==> config.mk <==
export PLATFORM = sky130hd
export DESIGN_NAME = rsagc_top
export DESIGN_NICKNAME = d
export VERILOG_FILES = /design/src/rtl/rsagc_pkg.sv /design/src/rtl/rsagc_avg.sv /design/src/rtl/rsagc_gain.sv /design/src/rtl/rsagc_top.sv
export SDC_FILE = /design/constraint.sdc
export NUM_CORES = 2
export LEC_CHECK = 0
export BUFFER_PORTS_ARGS = -buffer_cell sky130_fd_sc_hd__buf_2
export CORE_ASPECT_RATIO = 0.9
export CORE_MARGIN = 5
export CORE_UTILIZATION = 45
export DETAILED_ROUTE_END_ITERATION = 12
export SLEW_MARGIN = 20
export SYNTH_ARGS = -nofsm -noshare
export SYNTH_HDL_FRONTEND = slang
export SYNTH_SLANG_ARGS = --single-unit
==> constraint.sdc <==
create_clock -name CORE_CLK_I -period 16.5 [get_ports CORE_CLK_I]
set_input_delay 0.825 -clock CORE_CLK_I [delete_from_list [all_inputs] [get_ports CORE_CLK_I]]
set_output_delay 0.825 -clock CORE_CLK_I [all_outputs]
set_load 0.02 [all_outputs]
==> src/rtl/rsagc_pkg.sv <==
package rsagc_pkg;
	// register byte offsets on the bus
	localparam logic [7:0] RSAGC_CTRL_OFS = 8'h00;
	localparam logic [7:0] RSAGC_TRIM_OFS = 8'h04;
	localparam logic [7:0] RSAGC_THR_A_OFS = 8'h08;
	localparam logic [7:0] RSAGC_THR_B_OFS = 8'h0C;
	localparam logic [7:0] RSAGC_STATUS_OFS = 8'h10;
	localparam logic [7:0] RSAGC_CAL_OFS = 8'h14;
	// control field positions
	localparam int RSAGC_CTRL_RX_EN_POS = 0;
	localparam int RSAGC_CTRL_PRE_EN_POS = 1;
	localparam int RSAGC_CTRL_STR_EN_POS = 2;
	localparam int RSAGC_CTRL_CAL_POS = 3;
	// trim field positions
	localparam int RSAGC_TRIM_OFS_POS = 0;
	localparam int RSAGC_TRIM_SEL_POS = 8;
	// status field positions
	localparam int RSAGC_ST_READ_POS = 0;
	localparam int RSAGC_ST_GAIN_POS = 8;
	localparam int RSAGC_ST_STATE_POS = 11;
	localparam int RSAGC_ST_VALID_POS = 13;
	localparam int RSAGC_ST_CAL_POS = 14;
	// values after reset
	localparam logic [3:0] RSAGC_CTRL_RST = 4'h0;
	localparam logic [4:0] RSAGC_TRIM_OFS_RST = 5'h00;
	localparam logic [2:0] RSAGC_SEL_RST = 3'h2;
	// level thresholds fall from one to five, as a larger level is a weaker input
	localparam logic [31:0] RSAGC_THR_A_RST = 32'h78_8C_A0_B4;
	localparam logic [15:0] RSAGC_THR_B_RST = 16'hB4_64;
	// calibration: sample count and expected reference reading
	localparam int RSAGC_CAL_LOG2 = 4;
	localparam logic [7:0] RSAGC_CAL_REF_CODE = 8'h50;
	// gain codes
	localparam logic [2:0] RSAGC_G1 = 3'h1;
	localparam logic [2:0] RSAGC_G2 = 3'h2;
	localparam logic [2:0] RSAGC_G3 = 3'h3;
	localparam logic [2:0] RSAGC_G4 = 3'h4;
	localparam logic [2:0] RSAGC_G5 = 3'h6;
	localparam logic [2:0] RSAGC_G6 = 3'h7;

	typedef enum logic [1:0] {RSAGC_RX_OFF, RSAGC_RX_ENABLED, RSAGC_RX_ACTIVE} rsagc_rx_t;

	// five level thresholds, in the sample's half-dB attenuation units
	typedef struct packed {
		logic [7:0] five;
		logic [7:0] four;
		logic [7:0] three;
		logic [7:0] two;
		logic [7:0] one;
	} rsagc_thr_t;

	// one level sample from the front end
	typedef struct packed {
		logic valid;
		logic [7:0] level;
	} rsagc_smp_t;
endpackage : rsagc_pkg

==> src/rtl/rsagc_avg.sv <==
`timescale 1ns/100ps
module rsagc_avg
	import rsagc_pkg::*;
(
	input wire logic clk_i,
	input wire logic rst_n_i,
	input wire logic clear_i,
	input wire rsagc_smp_t smp_i,
	input wire logic [2:0] sel_i,
	output logic [7:0] avg_o,
	output logic upd_o
);
	logic [7:0] hist [0:255];
	logic [7:0] wr_ptr_reg;
	logic [8:0] fill_reg;
	logic [15:0] sum_reg;
	logic [7:0] avg_reg;
	logic upd_reg;
	logic [2:0] sel_reg;
	logic [8:0] win;
	logic [7:0] oldest;
	logic [15:0] sum_next;
	logic restart;

	// window is 2 samples at code 0, doubling up to 256
	assign win = 9'h002 << sel_i;
	assign oldest = hist[wr_ptr_reg - win[7:0]];
	assign restart = clear_i || (sel_i != sel_reg);

	// drop the leaving sample only once the window is full
	always_comb begin
		sum_next = sum_reg + {8'h00, smp_i.level};
		if (fill_reg == win) begin
			sum_next = sum_next - {8'h00, oldest};
		end
	end

	// history memory holds no control state, so no reset
	always_ff @(posedge clk_i) begin
		if (smp_i.valid) begin
			hist[wr_ptr_reg] <= smp_i.level;
		end
	end

	// running sum and fill level; a new window size starts over
	always_ff @(posedge clk_i or negedge rst_n_i) begin
		if (!rst_n_i) begin
			wr_ptr_reg <= 8'h00;
			fill_reg <= 9'h000;
			sum_reg <= 16'h0000;
			sel_reg <= RSAGC_SEL_RST;
		end else if (restart) begin
			fill_reg <= 9'h000;
			sum_reg <= 16'h0000;
			sel_reg <= sel_i;
		end else if (smp_i.valid) begin
			wr_ptr_reg <= wr_ptr_reg + 8'h01;
			sum_reg <= sum_next;
			if (fill_reg != win) begin
				fill_reg <= fill_reg + 9'h001;
			end
		end
	end

	// mean published after each sample once the window is filled
	always_ff @(posedge clk_i or negedge rst_n_i) begin
		if (!rst_n_i) begin
			avg_reg <= 8'h00;
			upd_reg <= 1'b0;
		end else begin
			upd_reg <= 1'b0;
			if (!restart && smp_i.valid && (fill_reg + 9'h001 >= win)) begin
				// shift is widened so code 7 divides by 256 instead of wrapping to 0
				avg_reg <= 8'(sum_next >> (4'(sel_i) + 4'h1));
				upd_reg <= 1'b1;
			end
		end
	end

	assign avg_o = avg_reg;
	assign upd_o = upd_reg;
endmodule : rsagc_avg

==> src/rtl/rsagc_gain.sv <==
`timescale 1ns/100ps
module rsagc_gain
	import rsagc_pkg::*;
(
	input wire logic clk_i,
	input wire logic rst_n_i,
	input wire rsagc_smp_t smp_i,
	input wire rsagc_thr_t thr_i,
	output logic [2:0] gain_o
);
	logic [2:0] gain_reg;
	logic [2:0] gain_next;

	// bigger level value means weaker input, so "pin <= thr" is "level >= thr"
	always_comb begin
		if (smp_i.level >= thr_i.one) begin
			gain_next = RSAGC_G1;
		end else if (smp_i.level >= thr_i.two) begin
			gain_next = RSAGC_G2;
		end else if (smp_i.level >= thr_i.three) begin
			gain_next = RSAGC_G3;
		end else if (smp_i.level >= thr_i.four) begin
			gain_next = RSAGC_G4;
		end else if (smp_i.level >= thr_i.five) begin
			gain_next = RSAGC_G5;
		end else begin
			gain_next = RSAGC_G6;
		end
	end

	// gain only moves on a real sample, so the amplifier is not chattering
	always_ff @(posedge clk_i or negedge rst_n_i) begin
		if (!rst_n_i) begin
			gain_reg <= RSAGC_G1;
		end else if (smp_i.valid) begin
			gain_reg <= gain_next;
		end
	end

	assign gain_o = gain_reg;
endmodule : rsagc_gain

==> src/rtl/rsagc_top.sv <==
`timescale 1ns/100ps
module rsagc_top
	import rsagc_pkg::*;
(
	input wire logic CORE_CLK_I,
	input wire logic RST_N_I,
	input wire logic HSEL_I,
	input wire logic [31:0] HADDR_I,
	input wire logic [1:0] HTRANS_I,
	input wire logic HWRITE_I,
	input wire logic [2:0] HSIZE_I,
	input wire logic [31:0] HWDATA_I,
	input wire logic HREADY_I,
	output logic [31:0] HRDATA_O,
	output logic HREADYOUT_O,
	output logic HRESP_O,
	input wire logic SAMPLE_VALID_I,
	input wire logic [7:0] SAMPLE_LEVEL_I,
	input wire logic PREAMBLE_DETECT_I,
	output logic [2:0] FRONT_AMP_GAIN_CODE_O,
	output logic RX_ENABLED_O,
	output logic RX_ACTIVE_O,
	output logic CAL_BUSY_O
);
	rsagc_smp_t smp;
	rsagc_smp_t avg_smp;
	rsagc_thr_t thr;
	rsagc_rx_t state_reg;
	rsagc_rx_t state_next;
	logic [2:0] ctrl_reg;
	logic [4:0] trim_reg;
	logic [2:0] sel_reg;
	logic [31:0] thr_a_reg;
	logic [15:0] thr_b_reg;
	logic wr_pend_reg;
	logic [7:0] wr_addr_reg;
	logic [31:0] rdata_reg;
	logic [31:0] rdata_next;
	logic addr_phase;
	logic cal_busy_reg;
	logic [RSAGC_CAL_LOG2:0] cal_cnt_reg;
	logic [RSAGC_CAL_LOG2+7:0] cal_sum_reg;
	logic signed [8:0] cal_corr_reg;
	logic [7:0] avg;
	logic avg_upd;
	logic [7:0] reading_reg;
	logic reading_valid_reg;
	logic signed [10:0] comp;
	logic [2:0] gain;
	logic cal_start;
	logic str_hit;
	logic [RSAGC_CAL_LOG2+7:0] cal_sum_next;

	// byte offset of the addressed word; the low two address bits are not decoded,
	// so a byte or halfword access lands on its whole word
	function automatic logic [7:0] word_ofs(input logic [31:0] a);
		return {a[7:2], 2'b00};
	endfunction : word_ofs

	// both parts of a sample travel together to the gain stage
	assign smp = {SAMPLE_VALID_I, SAMPLE_LEVEL_I};
	// threshold five sits in the second word, below the strength detect level
	assign thr = {thr_b_reg[7:0], thr_a_reg};

	// ---- bus slave: zero wait states, always OKAY
	assign HREADYOUT_O = 1'b1;
	assign HRESP_O = 1'b0;
	assign HRDATA_O = rdata_reg;
	assign addr_phase = HSEL_I && HREADY_I && HTRANS_I[1];
	assign cal_start = wr_pend_reg && (wr_addr_reg == RSAGC_CTRL_OFS) &&
		HWDATA_I[RSAGC_CTRL_CAL_POS];

	// write address is held for the data phase that follows
	always_ff @(posedge CORE_CLK_I or negedge RST_N_I) begin
		if (!RST_N_I) begin
			wr_pend_reg <= 1'b0;
			wr_addr_reg <= 8'h00;
		end else begin
			wr_pend_reg <= addr_phase && HWRITE_I;
			if (addr_phase) begin
				wr_addr_reg <= word_ofs(HADDR_I);
			end
		end
	end

	// software-written configuration; unmapped writes fall through
	always_ff @(posedge CORE_CLK_I or negedge RST_N_I) begin
		if (!RST_N_I) begin
			ctrl_reg <= RSAGC_CTRL_RST[2:0];
			trim_reg <= RSAGC_TRIM_OFS_RST;
			sel_reg <= RSAGC_SEL_RST;
			thr_a_reg <= RSAGC_THR_A_RST;
			thr_b_reg <= RSAGC_THR_B_RST;
		end else if (wr_pend_reg) begin
			unique case (wr_addr_reg)
				RSAGC_CTRL_OFS: begin
					ctrl_reg <= HWDATA_I[RSAGC_CTRL_STR_EN_POS:RSAGC_CTRL_RX_EN_POS];
				end
				RSAGC_TRIM_OFS: begin
					trim_reg <= HWDATA_I[RSAGC_TRIM_OFS_POS+:5];
					sel_reg <= HWDATA_I[RSAGC_TRIM_SEL_POS+:3];
				end
				RSAGC_THR_A_OFS: begin
					thr_a_reg <= HWDATA_I;
				end
				RSAGC_THR_B_OFS: begin
					thr_b_reg <= HWDATA_I[15:0];
				end
				default: begin
				end
			endcase
		end
	end

	// read data decoded in the address phase, registered into the data phase
	always_comb begin
		rdata_next = 32'h0000_0000;
		unique case (word_ofs(HADDR_I))
			RSAGC_CTRL_OFS: begin
				rdata_next[2:0] = ctrl_reg;
			end
			RSAGC_TRIM_OFS: begin
				rdata_next[RSAGC_TRIM_OFS_POS+:5] = trim_reg;
				rdata_next[RSAGC_TRIM_SEL_POS+:3] = sel_reg;
			end
			RSAGC_THR_A_OFS: begin
				rdata_next = thr_a_reg;
			end
			RSAGC_THR_B_OFS: begin
				rdata_next[15:0] = thr_b_reg;
			end
			RSAGC_STATUS_OFS: begin
				rdata_next[RSAGC_ST_READ_POS+:8] = reading_reg;
				rdata_next[RSAGC_ST_GAIN_POS+:3] = gain;
				rdata_next[RSAGC_ST_STATE_POS+:2] = state_reg;
				rdata_next[RSAGC_ST_VALID_POS] = reading_valid_reg;
				rdata_next[RSAGC_ST_CAL_POS] = cal_busy_reg;
			end
			RSAGC_CAL_OFS: begin
				rdata_next[8:0] = cal_corr_reg;
			end
			default: begin
			end
		endcase
	end

	// captured at the address edge, so a read right after a write sees the old value;
	// held until the next read so the master may sample it late
	always_ff @(posedge CORE_CLK_I or negedge RST_N_I) begin
		if (!RST_N_I) begin
			rdata_reg <= 32'h0000_0000;
		end else if (addr_phase && !HWRITE_I) begin
			rdata_reg <= rdata_next;
		end
	end

	// capture total including the sample now arriving; 16 full-scale samples still fit
	assign cal_sum_next = cal_sum_reg + {{RSAGC_CAL_LOG2{1'b0}}, SAMPLE_LEVEL_I};

	// ---- calibration: average a reference tone and store the error
	// trade-off: a fixed short capture keeps the sequence quick but coarse
	always_ff @(posedge CORE_CLK_I or negedge RST_N_I) begin
		if (!RST_N_I) begin
			cal_busy_reg <= 1'b0;
			cal_cnt_reg <= '0;
			cal_sum_reg <= '0;
			cal_corr_reg <= 9'sh000;
		end else if (cal_start) begin
			cal_busy_reg <= 1'b1;
			cal_cnt_reg <= '0;
			cal_sum_reg <= '0;
		end else if (cal_busy_reg && SAMPLE_VALID_I) begin
			cal_sum_reg <= cal_sum_next;
			cal_cnt_reg <= cal_cnt_reg + 1'b1;
			if (cal_cnt_reg == (RSAGC_CAL_LOG2+1)'(2 ** RSAGC_CAL_LOG2 - 1)) begin
				cal_busy_reg <= 1'b0;
				cal_corr_reg <= $signed({1'b0, RSAGC_CAL_REF_CODE}) -
					$signed({1'b0, 8'(cal_sum_next >> RSAGC_CAL_LOG2)});
			end
		end
	end

	// reference samples are kept out of the running average
	assign avg_smp = {SAMPLE_VALID_I && !cal_busy_reg, SAMPLE_LEVEL_I};

	rsagc_avg u_avg (
		.clk_i(CORE_CLK_I),
		.rst_n_i(RST_N_I),
		.clear_i(cal_start || !ctrl_reg[RSAGC_CTRL_RX_EN_POS]),
		.smp_i(avg_smp),
		.sel_i(sel_reg),
		.avg_o(avg),
		.upd_o(avg_upd)
	);

	rsagc_gain u_gain (
		.clk_i(CORE_CLK_I),
		.rst_n_i(RST_N_I),
		.smp_i(smp),
		.thr_i(thr),
		.gain_o(gain)
	);

	// mean plus whole-dB trim (two half-dB steps) plus calibration error
	assign comp = $signed({3'b000, avg}) + ($signed({{6{trim_reg[4]}}, trim_reg}) <<< 1) +
		$signed({{2{cal_corr_reg[8]}}, cal_corr_reg});

	// saturate so a large trim cannot wrap the reading around
	// trim is applied at the update, so a new trim shows only with the next sample
	always_ff @(posedge CORE_CLK_I or negedge RST_N_I) begin
		if (!RST_N_I) begin
			reading_reg <= 8'h00;
			reading_valid_reg <= 1'b0;
		end else if (!ctrl_reg[RSAGC_CTRL_RX_EN_POS]) begin
			reading_valid_reg <= 1'b0;
		end else if (avg_upd) begin
			reading_valid_reg <= 1'b1;
			if (comp < 0) begin
				reading_reg <= 8'h00;
			end else if (comp > 11'sd255) begin
				reading_reg <= 8'hFF;
			end else begin
				reading_reg <= comp[7:0];
			end
		end
	end

	// smaller reading means stronger input, so "at or below" is the hit
	assign str_hit = ctrl_reg[RSAGC_CTRL_STR_EN_POS] && reading_valid_reg &&
		(reading_reg <= thr_b_reg[15:8]);

	// ---- receive states
	// leaving receive always passes through off, so enabled is never entered from active
	always_comb begin
		state_next = state_reg;
		unique case (state_reg)
			RSAGC_RX_OFF: begin
				if (ctrl_reg[RSAGC_CTRL_RX_EN_POS]) begin
					state_next = RSAGC_RX_ENABLED;
				end
			end
			RSAGC_RX_ENABLED: begin
				if (!ctrl_reg[RSAGC_CTRL_RX_EN_POS]) begin
					state_next = RSAGC_RX_OFF;
				end else if ((ctrl_reg[RSAGC_CTRL_PRE_EN_POS] && PREAMBLE_DETECT_I) ||
					str_hit) begin
					state_next = RSAGC_RX_ACTIVE;
				end
			end
			RSAGC_RX_ACTIVE: begin
				if (!ctrl_reg[RSAGC_CTRL_RX_EN_POS]) begin
					state_next = RSAGC_RX_OFF;
				end
			end
			default: begin
				state_next = RSAGC_RX_OFF;
			end
		endcase
	end

	always_ff @(posedge CORE_CLK_I or negedge RST_N_I) begin
		if (!RST_N_I) begin
			state_reg <= RSAGC_RX_OFF;
		end else begin
			state_reg <= state_next;
		end
	end

	assign RX_ENABLED_O = (state_reg == RSAGC_RX_ENABLED);
	assign RX_ACTIVE_O = (state_reg == RSAGC_RX_ACTIVE);
	assign CAL_BUSY_O = cal_busy_reg;
	assign FRONT_AMP_GAIN_CODE_O = gain;
endmodule : rsagc_top

==> results.md <==
- The run finished with clean final reports.
- The die is 487 um wide.
- The transition at the pin with the smallest max-transition slack is 1310 ps.
- Routability-driven placement finished with a final weighted congestion of 0.816.
- The most used flip-flop cell after synthesis is edfxtp_1.
- The floorplan step defined a core boundary enclosing 204000 um2.
- The total setup buffers inserted after CTS is 0.
- The sequential cells in the finished layout cover a total of 66100 um2.
- The total overflow reported by the global router is 0.
- The overall track demand over capacity in global routing is 21.9%.
- The count of cells resized by post-cts repair is 0.
- The area growth from synthesis to layout is 11.3%.
- In this run the critical register-to-register path is launched from sel_reg[1]$_DFFE_PN1P_.
- The number of global-route vias before repair is 49832.
- The number of sinks handled by clock tree synthesis is 2232.
- Summing all multi-input logic gate instances after layout gives 24500 um2.
- The fraction of final layout cells with drive strength greater than 1 is 19.4%.
- In the synthesized netlist, the number of instances is 5392.
- Dividing the detail-routed via count by the number of cells gives 5.97.
- During synthesis, Yosys emitted a total of 0 warnings.
- The I/O pin total is 124.
- The kind of end point of the critical path is a register.
- The net count of the mapped netlist is 5593.
- The path type of the worst min-delay path is in2async.
- The final number of hold-violating endpoints is 0.
- The worst setup timing slack at the placement stage is 7060 ps.
- The floorplan die area is 214000 um2.
- The detailed router placed 49801 vias in this run.
- The count of final setup violators is 0.
- The routed length per instance is 28.3 um.
- For the final routed database, the setup TNS stands at 0 ps.
- For this run, the post-layout net count is 5657.
- After floorplanning, the core was divided into 157 placement rows.
- The TritonCTS clock tree is built.
- The hold-fix buffer count after cts is 0.
- The cell leakage power is 0.0341 uW.
- In this run the worst path has a maximum fanout of 51.
- The register with the most flip-flops in the layout has 2048 of them.
- In the routed design, unresolved DRC markers number 0.
- Setup repair after global routing left no endpoint under its margin.
- The finished layout holds 8342 standard cells, fillers aside.
- The worst-case IR drop observed on VDD is 0.192 mV.
- The final HPWL from detailed placement is 136000 um.
- The clock passes through at most 3 buffers.
- For this run, the top clock speed supported by timing is 0.106 GHz.
- The maximum clock skew at final layout is 43.7 ps.
- The first global-routing pass estimated 346000 um of wire.
- The worst setup path is of the reg2reg kind.
- The fraction of registers with async set or reset after synthesis is 8.24%.
- The launching element type of the critical path is a register.
- The first detailed-routing pass took 7 iterations.
- The endpoint identified for the worst register-to-register timing path is u_avg.avg_o[7]$_DFFE_PN0P_.
- The clock period could shrink to 9470 ps.
- The later pin in the worst-skew pair is clocked with a latency of 850 ps.
- The count of nets left with antenna violations once routing finished came out at 0.
- The number of flops mapped to enable cells by yosys is 2048.
- For this configuration, the core starts out at a cell density of 45.3%.
- The synthesized design contains 2232 register bits.
- The fraction of the cycle the final worst path needs is 57.4%.
- In this run, CTS created clock tree buffers numbering 217.
- Yosys mapped the design onto 79 distinct sky130hd cell types.
- The clock-pin transition on the worst setup and hold timing paths is 60 ps.
- The mapped netlist covers 92200 um2.
- Data arrives at the worst endpoint at 10210 ps.
- The detailed router's first-iteration violation count is 5536.
- In this run the vertical extent of the chip is 439 um.
- The number of pins with negative max-slew slack in the final report was 0.
- Wires add up to 236000 um.
- The reg-to-reg setup timing slack is 7030 ps.
- The worst setup slack after layout is 7030 ps.
- Across the run, the number of max-cap violations was 0.
- The number of antenna violations at the first check in global routing is 10.
- The worst pin sits at a relative slew slack of 12.2%.
- The data required time of the worst path is 17240 ps.
- For this run, the share of the core covered by cells in the final layout is 50.4%.
- The maximum number of pins on one net before global-route repair is 170.
- The number of buffers added on ports is 91.
- CTS placed an instance of clkbuf_16 at the clock tree root.
- The count of cells along the worst register-to-register path is 27.
- After synthesis, flip-flops and latches occupy 71.7% of the total area.
- In this run the power density over the cells is 163 nW/um2.
- The H-tree was split into 4 levels.
- The number of inserted filler cells in the final layout is 16624.
- Once placement completed, the tool counted placed cells totaling 7940.
- After synthesis, the mean cell area works out to 17.1 um2.
-- synth_stat cells (76+ instances only) --
library cell / instances / area (um2)
nor2_1: 353 / 1330
buf_2: 104 / 521
nand3_1: 165 / 826
a311oi_1: 96 / 841
clkbuf_1: 183 / 687
inv_1: 76 / 285
and3_1: 82 / 513
edfxtp_1: 2048 / 61500
mux4_2: 484 / 10900
ha_1: 106 / 1330
a21oi_1: 89 / 445
nand2_1: 685 / 2570
dfrtp_1: 161 / 4030
-- cell type report --
class,count,area share (%)
clock buffers,273,5.65
inverters,78,0.285
clock inverters,125,1.13
well taps,2703,3.30
flip-flops and latches,2232,64.5
diodes,4,0.00976
multi-input cells,2749,23.8
repair buffers,178,1.33
-- power breakdown --
part	internal, uW	switching (uW)
registers	6250	61.5
logic	1990	3540
clock network	2750	2140
-- worst max-delay path, cell delays in order (launching register included) --
cell	delay [ps]
dfstp_2	800
inv_2	290
nand2_1	180
ha_4	440
o21a_1	290
nor2_1	460
xnor2_2	180
buf_4	620
buf_4	600
buf_4	560
a311oi_1	80
o41ai_1	920
nor4b_1	130
a31o_1	230
a311oi_1	200
mux2i_1	140
ha_1	290
fa_1	430
nor2b_1	200
o31a_1	210
nor2_1	60
o21ba_2	230
and4_1	200
a311o_2	390
xnor2_1	200
mux4_2	500
a22o_1	210
a21o_1	150
-- through the flow --
stage	area [um2]	total power, uW	hold slack, ps
after global placement	95600	11900	458
after floorplan	92200	9890	451
after CTS	103000	16800	2.79
final	103000	16700	25.8
after detailed placement	95600	11900	462
after global routing	103000	17400	49.7
-- layer usage --
metal / up-vias / global-route usage (%) / wire, um
li1: 21319 / - / -
met1: 26169 / 32.3 / 101000
met2: 1960 / 33.8 / 109000
met3: 353 / 4.54 / 19700
met4: 0 / 5.13 / 5330
met5: - / 0 / 0
-- logic make-up after synthesis --
family | count (synthesis) | share of synthesized area, %
buffers and inverters | 411 | 1.88
multiplexers | 616 | 13.4
AND/OR/NAND/NOR | 1413 | 6.58
AO/OA/AOI/OAI | 524 | 4.02
adder cells (fa/ha/maj) | 117 | 1.68
other | 2 | 0.00815
flip-flops | 2232 | 71.7
XOR/XNOR | 77 | 0.752
-- cells in the final DEF (no fill, tap or decap), types with 44 or more instances in the layout --
master / n
clkinv_1: 48
buf_2: 82
edfxtp_1: 2048
nand2_1: 685
nand3_1: 165
a311oi_1: 95
clkbuf_1: 46
mux2i_1: 60
o21ai_0: 69
mux4_2: 484
and3_1: 82
a21oi_1: 89
xnor2_1: 44
ha_1: 105
nor2_1: 348
buf_4: 72
inv_1: 76
dfrtp_1: 160
clkbuf_16: 222
mux2_2: 72
a31oi_1: 57
-- worst max path at each step --
stage                                      start                          to  cells after the start  slack, ps
after floorplan           sel_reg[1]$_DFFE_PN1P_  u_avg.avg_o[7]$_DFFE_PN0P_                     28      10070
after global placement    sel_reg[1]$_DFFE_PN1P_  u_avg.avg_o[7]$_DFFE_PN0P_                     27       7120
after detailed placement  sel_reg[1]$_DFFE_PN1P_  u_avg.avg_o[7]$_DFFE_PN0P_                     27       7060
after CTS                 sel_reg[1]$_DFFE_PN1P_  u_avg.avg_o[7]$_DFFE_PN0P_                     27       7050
after global routing      sel_reg[1]$_DFFE_PN1P_  u_avg.avg_o[7]$_DFFE_PN0P_                     27       6540
final                     sel_reg[1]$_DFFE_PN1P_  u_avg.avg_o[7]$_DFFE_PN0P_                     27       7030
(Power assumes the default switching activity.)
